==> config.mk <==
export PLATFORM = sky130hd
export DESIGN_NAME = wes_wake_smi
export DESIGN_NICKNAME = d
export VERILOG_FILES = /design/src/wes_pkg.sv /design/src/wes_wake_smi.sv
export SDC_FILE = /design/constraint.sdc
export NUM_CORES = 1
export LEC_CHECK = 0
export ABC_AREA = 0
export BUFFER_PORTS_ARGS = -buffer_cell sky130_fd_sc_hd__buf_4
export CAP_MARGIN = 20
export CORE_UTILIZATION = 51
export DETAILED_ROUTE_END_ITERATION = 10
export GPL_TIMING_DRIVEN = 0
export MAX_ROUTING_LAYER = met4
export PLACE_DENSITY = 0.73
export SLEW_MARGIN = 20
export SYNTH_ARGS = -nofsm -noshare
export SYNTH_HDL_FRONTEND = slang
export SYNTH_SLANG_ARGS = --single-unit
==> constraint.sdc <==
create_clock -name clk_sys -period 2.07 [get_ports clk_sys]
set_clock_uncertainty 0.1 [all_clocks]
set_input_delay 0.207 -clock clk_sys [delete_from_list [all_inputs] [get_ports clk_sys]]
set_output_delay 0.207 -clock clk_sys [all_outputs]
set_load 0.05 [all_outputs]
==> src/wes_pkg.sv <==
// Purpose: constants for the wake enable and management-interrupt status slice
// Assumes: byte registers on a classic Wishbone slave, one aligned word each
// Notes: offsets are register indices; byte address is four times the index
package wes_pkg;
  // ---------------------------------------------------------------
  // register indices
  // ---------------------------------------------------------------
  localparam logic [7:0] IDX_WAKE_EN4 = 8'h0D;
  localparam logic [7:0] IDX_WAKE_EN5 = 8'h0E;
  localparam logic [7:0] IDX_RSVD_0F = 8'h0F;
  localparam logic [7:0] IDX_SMI_UNITS = 8'h10;
  localparam logic [7:0] IDX_SMI_INDEV = 8'h11;
  localparam logic [7:0] IDX_SMI_PINS_A = 8'h12;
  localparam logic [7:0] IDX_SMI_PINS_B = 8'h13;
  localparam logic [7:0] IDX_SMI_FANS = 8'h14;
  localparam logic [7:0] IDX_RSVD_15 = 8'h15;
  // own registers
  localparam logic [7:0] IDX_WAKE_STS4 = 8'h20;
  localparam logic [7:0] IDX_WAKE_STS5 = 8'h21;
  localparam logic [7:0] IDX_SMI_EN1 = 8'h22;
  localparam logic [7:0] IDX_SMI_EN2 = 8'h23;
  localparam logic [7:0] IDX_SMI_EN3 = 8'h24;
  localparam logic [7:0] IDX_SMI_EN4 = 8'h25;
  localparam logic [7:0] IDX_SMI_EN5 = 8'h26;
  localparam logic [7:0] IDX_IRQ_STATUS = 8'h28;
  localparam logic [7:0] IDX_IRQ_ENABLE = 8'h29;
  localparam logic [7:0] IDX_IRQ_CLEAR = 8'h2A;
  // ---------------------------------------------------------------
  // reset values and masks
  // ---------------------------------------------------------------
  localparam logic [7:0] RST_ZERO = 8'h00;
  localparam logic [7:0] RST_SMI_UNITS = 8'h02;
  localparam logic [7:0] MASK_SMI_UNITS = 8'h3E;
  localparam logic [7:0] MASK_SMI_INDEV = 8'h17;
  localparam logic [7:0] MASK_SMI_PINS_A = 8'hF7;
  localparam logic [7:0] MASK_SMI_FANS = 8'hCF;
  localparam logic [7:0] MASK_ALL = 8'hFF;
  localparam int BIT_PRINTER = 1;
  localparam int BIT_INFRARED = 2;
  localparam int IRQ_BIT_WAKE = 0;
  localparam int IRQ_BIT_SMI = 1;
  localparam int IRQ_BIT_IR = 2;
  localparam int IRQ_WIDTH = 3;
endpackage : wes_pkg

==> src/wes_wake_smi.sv <==
// Purpose: wake enable gating and management-interrupt status collection
// Assumes: Wishbone classic slave, 25 MHz clk_sys, all pin inputs asynchronous
// Notes: reset_n stands for the standby-supply power-on reset
//
// The implementer's own choice: the Wishbone register port.
`timescale 1ns/1ps
`default_nettype none
module wes_wake_smi
  import wes_pkg::*;
(
  input wire logic clk_sys,
  input wire logic reset_n,
  input wire logic clkEn,
  input wire logic [7:0] wb_adr_i,
  input wire logic [31:0] wb_dat_i,
  output logic [31:0] wb_dat_o,
  input wire logic wb_we_i,
  input wire logic [3:0] wb_sel_i,
  input wire logic wb_cyc_i,
  input wire logic wb_stb_i,
  output logic wb_ack_o,
  output logic wb_err_o,
  input wire logic [15:0] wakeSrc,
  input wire logic globalWakeEnable,
  input wire logic parallelPortActive,
  input wire logic printerAcknowledge_n,
  input wire logic [4:0] unitIrq,
  input wire logic mouseIrq,
  input wire logic keyboardIrq,
  input wire logic kbcOutputLine,
  input wire logic infraredRxPrimary,
  input wire logic infraredRxAlternate,
  input wire logic infraredSelAlternate,
  input wire logic [7:0] pinsA,
  input wire logic [7:0] pinsB,
  input wire logic [3:0] pinsFan,
  input wire logic fanSpeedEventA,
  input wire logic fanSpeedEventB,
  output logic wakeEventOut_n,
  output logic wakeEventOutEn,
  output logic groupMgmtIrq_n,
  output logic irqOut
);

  // ---------------------------------------------------------------
  // synchronisers
  // ---------------------------------------------------------------
  localparam int NSYNC = 52;
  logic [NSYNC-1:0] rawIn;
  logic [NSYNC-1:0] sync1_q;
  logic [NSYNC-1:0] sync2_q;
  assign rawIn = {wakeSrc, globalWakeEnable, parallelPortActive, printerAcknowledge_n,
                  unitIrq, mouseIrq, keyboardIrq, kbcOutputLine, infraredRxPrimary,
                  infraredRxAlternate, infraredSelAlternate, pinsA, pinsB, pinsFan,
                  fanSpeedEventA, fanSpeedEventB};

  always_ff @(posedge clk_sys or negedge reset_n)
  begin
    if (!reset_n)
    begin
      sync1_q <= '0;
      sync2_q <= '0;
    end
    else if (clkEn)
    begin
      sync1_q <= rawIn;
      sync2_q <= sync1_q;
    end
  end

  logic [15:0] sWake;
  logic sGlobal, sActive, sAck_n, sMouse, sKbd, sKbc, sIrP, sIrA, sIrSel, sFanA, sFanB;
  logic [4:0] sUnit;
  logic [7:0] sPinsA, sPinsB;
  logic [3:0] sPinsFan;
  // global enable and activate taken as clk_sys-sampled levels
  assign {sWake, sGlobal, sActive, sAck_n, sUnit, sMouse, sKbd, sKbc, sIrP, sIrA, sIrSel,
          sPinsA, sPinsB, sPinsFan, sFanA, sFanB} = sync2_q;

  // ---------------------------------------------------------------
  // bus decode
  // ---------------------------------------------------------------
  logic req;
  logic wrStb;
  logic rdStb;
  logic [7:0] wrByte;
  logic hit;
  assign req = wb_cyc_i && wb_stb_i && !wb_ack_o && !wb_err_o;
  assign wrStb = req && wb_we_i && wb_sel_i[0] && hit;
  assign rdStb = req && !wb_we_i && hit;
  assign wrByte = wb_dat_i[7:0];

  function automatic logic isWr(input logic [7:0] idx);
    isWr = wrStb && (wb_adr_i == {idx[5:0], 2'b00});
  endfunction : isWr

  function automatic logic [7:0] w1c(input logic [7:0] cur, input logic [7:0] setv,
                                     input logic clr, input logic [7:0] mask);
    // a new event wins over a clear in the same cycle
    w1c = ((cur & ~(clr ? wrByte : 8'h00)) | setv) & mask;
  endfunction : w1c

  // ---------------------------------------------------------------
  // wake enables and wake status
  // ---------------------------------------------------------------
  logic [7:0] wakeEn4_q;
  logic [7:0] wakeEn5_q;
  logic [7:0] wakeSts4_q;
  logic [7:0] wakeSts5_q;
  logic [15:0] wakePrev_q;
  logic [15:0] wakeRise;
  assign wakeRise = sWake & ~wakePrev_q;

  // only the standby reset reaches these
  always_ff @(posedge clk_sys or negedge reset_n)
  begin
    if (!reset_n)
    begin
      wakeEn4_q <= RST_ZERO;
      wakeEn5_q <= RST_ZERO;
    end
    else if (clkEn)
    begin
      if (isWr(IDX_WAKE_EN4))
        wakeEn4_q <= wrByte;
      if (isWr(IDX_WAKE_EN5))
        wakeEn5_q <= wrByte;
    end
  end

  // status records every source regardless of its enable
  always_ff @(posedge clk_sys or negedge reset_n)
  begin
    if (!reset_n)
    begin
      wakePrev_q <= '0;
      wakeSts4_q <= RST_ZERO;
      wakeSts5_q <= RST_ZERO;
    end
    else if (clkEn)
    begin
      wakePrev_q <= sWake;
      wakeSts4_q <= w1c(wakeSts4_q, wakeRise[7:0], isWr(IDX_WAKE_STS4), MASK_ALL);
      wakeSts5_q <= w1c(wakeSts5_q, wakeRise[15:8], isWr(IDX_WAKE_STS5), MASK_ALL);
    end
  end

  logic wakeAct;
  assign wakeAct = sGlobal && (|(wakeEn4_q & wakeSts4_q) || |(wakeEn5_q & wakeSts5_q));

  // open drain: drive low only while active
  always_ff @(posedge clk_sys or negedge reset_n)
  begin
    if (!reset_n)
      wakeEventOutEn <= 1'b0;
    else if (clkEn)
      wakeEventOutEn <= wakeAct;
  end
  assign wakeEventOut_n = 1'b0;

  // ---------------------------------------------------------------
  // management-interrupt status
  // ---------------------------------------------------------------
  logic [7:0] smiUnits;
  logic [7:0] smiIndev;
  logic irActive_q;
  logic irPrevLevel_q;
  logic irLevel;
  logic [7:0] smiPinsA_q, smiPinsB_q, smiFans_q;
  logic [7:0] pinsAPrev_q, pinsBPrev_q;
  logic [5:0] fanPrev_q;
  logic [5:0] fanNow;
  logic printerBit;

  // level bits that clear at their source, except the read-to-clear infrared bit
  // the bit tracks the acknowledge pin level, idle high like the pin
  assign printerBit = sActive ? sAck_n : 1'b1;
  assign smiUnits = {2'b00, sUnit[4:1], printerBit, 1'b0} & MASK_SMI_UNITS;
  assign smiIndev = {3'b000, sKbc, 1'b0, irActive_q, sKbd, sMouse} & MASK_SMI_INDEV;
  assign irLevel = sIrSel ? sIrA : sIrP;
  assign fanNow = {sFanB, sFanA, sPinsFan};

  // read-to-clear; a fresh edge during the read keeps the bit set
  always_ff @(posedge clk_sys or negedge reset_n)
  begin
    if (!reset_n)
    begin
      irActive_q <= 1'b0;
      irPrevLevel_q <= 1'b0;
    end
    else if (clkEn)
    begin
      irPrevLevel_q <= irLevel;
      if (irLevel != irPrevLevel_q)
        irActive_q <= 1'b1;
      else if (rdStb && wb_adr_i == {IDX_SMI_INDEV[5:0], 2'b00})
        irActive_q <= 1'b0;
    end
  end

  logic [7:0] fanSet;
  assign fanSet = {fanNow[5:4], 2'b00, fanNow[3:0] & ~fanPrev_q[3:0]} &
                  {~fanPrev_q[5:4], 6'h3F};

  always_ff @(posedge clk_sys or negedge reset_n)
  begin
    if (!reset_n)
    begin
      pinsAPrev_q <= '0;
      pinsBPrev_q <= '0;
      fanPrev_q <= '0;
      smiPinsA_q <= RST_ZERO;
      smiPinsB_q <= RST_ZERO;
      smiFans_q <= RST_ZERO;
    end
    else if (clkEn)
    begin
      pinsAPrev_q <= sPinsA;
      pinsBPrev_q <= sPinsB;
      fanPrev_q <= fanNow;
      smiPinsA_q <= w1c(smiPinsA_q, sPinsA & ~pinsAPrev_q, isWr(IDX_SMI_PINS_A),
                        MASK_SMI_PINS_A);
      smiPinsB_q <= w1c(smiPinsB_q, sPinsB & ~pinsBPrev_q, isWr(IDX_SMI_PINS_B),
                        MASK_ALL);
      smiFans_q <= w1c(smiFans_q, fanSet, isWr(IDX_SMI_FANS), MASK_SMI_FANS);
    end
  end

  // ---------------------------------------------------------------
  // management-interrupt enables and group output
  // ---------------------------------------------------------------
  logic [7:0] smiEn_q [5];
  logic [7:0] smiSrc [5];
  assign smiSrc[0] = smiUnits;
  assign smiSrc[1] = smiIndev;
  assign smiSrc[2] = smiPinsA_q;
  assign smiSrc[3] = smiPinsB_q;
  assign smiSrc[4] = smiFans_q;

  always_ff @(posedge clk_sys or negedge reset_n)
  begin
    if (!reset_n)
    begin
      for (int i = 0; i < 5; i++)
        smiEn_q[i] <= RST_ZERO;
    end
    else if (clkEn)
    begin
      for (int i = 0; i < 5; i++)
        if (isWr(IDX_SMI_EN1 + 8'(i)))
          smiEn_q[i] <= wrByte;
    end
  end

  logic smiAct;
  always_comb
  begin
    smiAct = 1'b0;
    for (int i = 0; i < 5; i++)
      smiAct = smiAct | (|(smiSrc[i] & smiEn_q[i]));
  end

  always_ff @(posedge clk_sys or negedge reset_n)
  begin
    if (!reset_n)
      groupMgmtIrq_n <= 1'b1;
    else if (clkEn)
      groupMgmtIrq_n <= !smiAct;
  end

  // ---------------------------------------------------------------
  // block interrupt: sticky status, enable, write-one clear
  // ---------------------------------------------------------------
  logic [IRQ_WIDTH-1:0] irqSts_q;
  logic [IRQ_WIDTH-1:0] irqEn_q;
  logic [IRQ_WIDTH-1:0] irqEvt;
  logic wakeActPrev_q, smiActPrev_q, irPrevAct_q;
  assign irqEvt[IRQ_BIT_WAKE] = wakeAct && !wakeActPrev_q;
  assign irqEvt[IRQ_BIT_SMI] = smiAct && !smiActPrev_q;
  assign irqEvt[IRQ_BIT_IR] = irActive_q && !irPrevAct_q;

  always_ff @(posedge clk_sys or negedge reset_n)
  begin
    if (!reset_n)
    begin
      wakeActPrev_q <= 1'b0;
      smiActPrev_q <= 1'b0;
      irPrevAct_q <= 1'b0;
      irqSts_q <= '0;
      irqEn_q <= '0;
      irqOut <= 1'b0;
    end
    else if (clkEn)
    begin
      wakeActPrev_q <= wakeAct;
      smiActPrev_q <= smiAct;
      irPrevAct_q <= irActive_q;
      irqSts_q <= (irqSts_q & ~(isWr(IDX_IRQ_CLEAR) ? wrByte[IRQ_WIDTH-1:0] : '0)) | irqEvt;
      if (isWr(IDX_IRQ_ENABLE))
        irqEn_q <= wrByte[IRQ_WIDTH-1:0];
      irqOut <= |(irqSts_q & irqEn_q);
    end
  end

  // ---------------------------------------------------------------
  // read mux and acknowledge
  // ---------------------------------------------------------------
  logic [7:0] rdByte;
  always_comb
  begin
    hit = 1'b1;
    rdByte = 8'h00;
    unique case (wb_adr_i)
      {IDX_WAKE_EN4[5:0], 2'b00}: rdByte = wakeEn4_q;
      {IDX_WAKE_EN5[5:0], 2'b00}: rdByte = wakeEn5_q;
      {IDX_RSVD_0F[5:0], 2'b00}: rdByte = 8'h00;
      {IDX_SMI_UNITS[5:0], 2'b00}: rdByte = smiUnits;
      {IDX_SMI_INDEV[5:0], 2'b00}: rdByte = smiIndev;
      {IDX_SMI_PINS_A[5:0], 2'b00}: rdByte = smiPinsA_q;
      {IDX_SMI_PINS_B[5:0], 2'b00}: rdByte = smiPinsB_q;
      {IDX_SMI_FANS[5:0], 2'b00}: rdByte = smiFans_q;
      {IDX_RSVD_15[5:0], 2'b00}: rdByte = 8'h00;
      {IDX_WAKE_STS4[5:0], 2'b00}: rdByte = wakeSts4_q;
      {IDX_WAKE_STS5[5:0], 2'b00}: rdByte = wakeSts5_q;
      {IDX_SMI_EN1[5:0], 2'b00}: rdByte = smiEn_q[0];
      {IDX_SMI_EN2[5:0], 2'b00}: rdByte = smiEn_q[1];
      {IDX_SMI_EN3[5:0], 2'b00}: rdByte = smiEn_q[2];
      {IDX_SMI_EN4[5:0], 2'b00}: rdByte = smiEn_q[3];
      {IDX_SMI_EN5[5:0], 2'b00}: rdByte = smiEn_q[4];
      {IDX_IRQ_STATUS[5:0], 2'b00}: rdByte = {5'h00, irqSts_q};
      {IDX_IRQ_ENABLE[5:0], 2'b00}: rdByte = {5'h00, irqEn_q};
      {IDX_IRQ_CLEAR[5:0], 2'b00}: rdByte = 8'h00;
      default: hit = 1'b0;
    endcase
  end

  // one wait state: answer in the cycle after the request is seen
  always_ff @(posedge clk_sys or negedge reset_n)
  begin
    if (!reset_n)
    begin
      wb_ack_o <= 1'b0;
      wb_err_o <= 1'b0;
      wb_dat_o <= '0;
    end
    else if (clkEn)
    begin
      wb_ack_o <= req && hit;
      wb_err_o <= req && !hit;
      if (req)
        wb_dat_o <= {24'h000000, hit ? rdByte : 8'h00};
    end
  end

endmodule : wes_wake_smi
`default_nettype wire

==> parameters.txt <==
Parameter                              Value

Clock tree
  Num CTS Buffers ... 27
  Root cell of the clock tree ... clkbuf_16
  Clock tree from TritonCTS ... done
  Source-to-sink clock delay at the later pin of the worst-skew pair ... 0.55 ns
  Clock transition at the registers of the reported paths ... 0.06 ns
  Deepest clock path buffer count ... 3
  H-Tree Depth ... 1
  Clock sinks ... 253

Layout
  Net total in the final layout ... 1245
  Final design utilization ... 0.653
  Area Growth Syn to Fin ... 25.5%
  Fraction of final layout cells sized beyond drive strength 1 ... 0.316
  Antenna diode count ... 0

Power and ir drop
  Worst vdd ir ... 0.793 mV
  Power density over the cells ... 832 nW/um^2
  Clock network fraction of total power ... 0.411
  Pleak ... 6.23 nW
  Sum of internal, switching and leakage power ... 11.9 mW
  Internal ... 8.81 mW
  Portion of total power attributed to combinational logic ... 0.116
  Switching component of the power ... 3.06 mW
  Relative contribution of sequential cells to total power ... 0.473
  Switching Fraction ... 0.258

Placed design
  Placed wire-length estimate after detailed placement ... 26.2 mm
  Routability-driven placement congestion ratio ... 0.969
  Number of buffers inserted by port buffering ... 81

Critical path
  Worst r2r path cells ... 5
  Biggest fanout along the worst timing path ... 10
  Critical Setup Path Class ... in2reg
  Launching point of the worst reg2reg path ... sync2_q[29]
  Crit path largest cell delay ... 0.77 ns
  Worst Setup EP ... wb_dat_o[1]
  Worst R2R Setup Slack ... 0.06 ns
  Data required time of the worst path ... 2.42 ns
  Launching element type of the critical path ... primary input
  CP top delay family ... simple AND/OR/NAND/NOR gates
  Worst setup path start ... wb_adr_i[4]
  Critical path data arrival time ... 2.41 ns
  Slowest stage cell on the critical path ... nor4bb_1
  Crit Reg-Reg Endpoint ... wb_dat_o[2]
  Total stage count of the critical path ... 8
  Worst Setup End Kind ... flop
  CP cell instances ... buf_4, buf_2, buf_2, nor4bb_1, nand2_1, a21oi_1, a21oi_1, a32oi_1
  Buffering stage count on the worst path with inverters included ... 3

Floorplanning
  Die W ... 151 um
  Std-Cell Core Area ... 21800 sq um
  Die footprint ... 22900 sq um
  Placement row count ... 54
  Height of the chip ... 151 um
  Num ports ... 140
  Initial cell density of the core ... 0.521

Synth
  Mapped cell area ... 11400 sq um
  Library cell with the largest summed area after synthesis ... dfrtp_1
  Simple-gate share of the synthesized area ... 0.0900
  Area share of fa/ha/maj cells after synthesis ... 0
  Synth Flop Type ... dfrtp_1
  Proportion of netlist area held by the largest area contributor ... 0.555
  Xor-xnor portion of the synthesized cell area ... 0.00154
  Post-synthesis compound-gate area fraction ... 0.126
  Largest cells by area after synthesis ... dfrtp_1, mux2_2, a32o_1, nand2_1, o21ai_0
  Most frequent cells after synthesis ... dfrtp_1, mux2_2, nand2_1
  Synthesis warning total ... 0
  Unique cell type count in the Yosys netlist ... 70
  Seq/Total Area, Yosys ... 0.557
  Async set-reset flop share out of synthesis ... 1.00
  Most repeated cell in the gate-level netlist after synthesis ... dfrtp_1
  Register bit total from synthesis ... 253
  Number of instances in the synthesized netlist ... 938
  Mean instance size in the synthesized netlist ... 12.1 sq um
  Number of enable-type register cells in the synthesized netlist ... 0
  Multiplexer share of the synthesized area ... 0.174
  Combinational family with the most area after synthesis ... multiplexers

Global routing
  Number of global-route vias before repair ... 8541
  Number of antenna violations at the first check in global routing ... 0
  First-pass GRT wire length ... 54.8 mm
  Maximum number of pins on one net before global-route repair ... 97
  Residual overflow from global routing ... 0
  GR Util All Layers ... 0.344

STA
  Fmax ... 485 MHz
  Pin slew with the least headroom to its limit ... 0.915 ns
  Final hold violations ... 0
  Worst slew slack as a fraction of its limit ... 0.381
  Ratio of final minimum period to clock period ... 0.995
  Total of endpoints with negative setup slack in the final report ... 0
  Clock period minus final worst setup slack ... 2.06 ns
  Number of pins exceeding their max-slew limit in the final report ... 0
  Unrepaired setup endpoints after global routing ... true

Route
  Routed wire length ... 36.8 mm
  Post-route antenna net violation count ... 0
  Vias post-DR ... 8584
  Average vias per placed instance ... 5.96
  Initial drt markers ... 628
  DR WL/cell ... 25.5 um
  Detailed-route DRC error count ... 0
  Pre-Repair DR Iteration Count ... 5

Job
  Total of max-cap violations ... 0

Status
  Outcome ... finished clean

Worst hold path
  Class of the most critical hold timing path ... in2async
-- layout make-up --
class | count | area (sq um)
flip-flops and latches | 253 | 6330
well taps | 280 | 350
clock buffers | 40 | 785
inverters | 42 | 158
fillers | 1666 | 7560
multi-input cells | 585 | 4680
plain buffers | 82 | 437
clock inverters | 7 | 106
repair buffers | 152 | 1420
-- per-layer routing --
layer,track usage,routed length (um),part of all wire,vias up
met5,-,0,0,-
li1,-,-,-,3790
met3,0.0482,2370,0.064,60
met2,0.532,17300,0.47,352
met4,0.103,1190,0.032,0
met1,0.474,15900,0.43,4382
-- state kept, by name (all words and copies together), names as in the netlist, 7 cells and up --
| name | flops |
|---|---|
| wb_dat_o | 8 |
| wakeSts4_q | 8 |
| pinsAPrev_q | 7 |
| wakeEn4_q | 8 |
| pinsBPrev_q | 8 |
| smiEn_q | 40 |
| wakeSts5_q | 8 |
| sync1_q | 50 |
| wakeEn5_q | 8 |
| sync2_q | 50 |
| smiPinsA_q | 7 |
| wakePrev_q | 16 |
| smiPinsB_q | 8 |
-- layout by cell type (no fill, tap or decap), drive strengths merged, types with 5 or more instances in the layout --
| cell | instances |
|---|---|
| dlygate4sd3 | 61 |
| conb | 25 |
| nor3 | 5 |
| nand3 | 14 |
| nand2 | 101 |
| a22oi | 23 |
| nor2b | 9 |
| nor2 | 17 |
| buf | 130 |
| nand4 | 5 |
| a22o | 11 |
| inv | 44 |
| clkbuf | 83 |
| mux2 | 166 |
| a221oi | 10 |
| o22ai | 9 |
| mux2i | 8 |
| a21oi | 11 |
| a222oi | 5 |
| a32o | 39 |
| nor4bb | 5 |
| dfrtp | 252 |
| o21ai | 56 |
-- how the worst min path moves through the flow --
stage,start,to,slack (ns),cells after the start
after global routing,reset_n,wakeEn5_q[4],0.12,2
after floorplan,reset_n,fanPrev_q[0],-0.19,0
after detailed placement,reset_n,wb_dat_o[6],0.09,1
after CTS,wb_adr_i[3],wb_dat_o[1],0.07,4
final,reset_n,wakeEn4_q[6],0.08,2
after global placement,smiActPrev_q,irqSts_q[1],0.32,1
-- logic make-up (layout without fill, tap and decap cells) --
family	count (synthesis)	in the layout
other	1	25
muxes	175	175
buffers and inverters	124	323
xor gates and xnor gates	2	2
DFF	253	253
and+or+nand+nor	191	191
AOI/OAI and AO/OA	192	192
-- power by group through the flow --
stage               logic (mW)  clock network [mW]  registers [mW]
global route              1.50                5.14            5.65
floorplan                0.769                   0            5.60
finish                    1.38                4.88            5.61
CTS                       1.36                4.94            5.61
global placement          1.21                   0            5.68
detailed placement        1.26                   0            5.69
-- stage by stage --
step	instance area (sq um)	cells	setup slack, ns	TNS [ns]	hold WS (ns)
after floorplan	11500	962	-0.0165	-0.132	-0.189
after detailed placement	12500	1325	-0.962	-108.15	0.0939
final	14300	1441	0.00956	0	0.0796
after global placement	12400	1323	-1.38	-448.75	0.324
after CTS	14100	1436	-0.286	-6.90	0.0690
after global routing	14300	1441	-0.00609	-0.00609	0.117
-- repair_timing --
| item | CTS | global route |
|---|---|---|
| hold endpoints to repair | 134 | 0 |
| gates resized for setup | 12 | 19 |
| buffers inserted | 3 | 5 |
| pin swaps | 2 | 5 |
| setup endpoints to repair | 112 | 69 |
| hold buffers | 61 | 0 |
No activity file was read; power rests on OpenSTA's default activity.
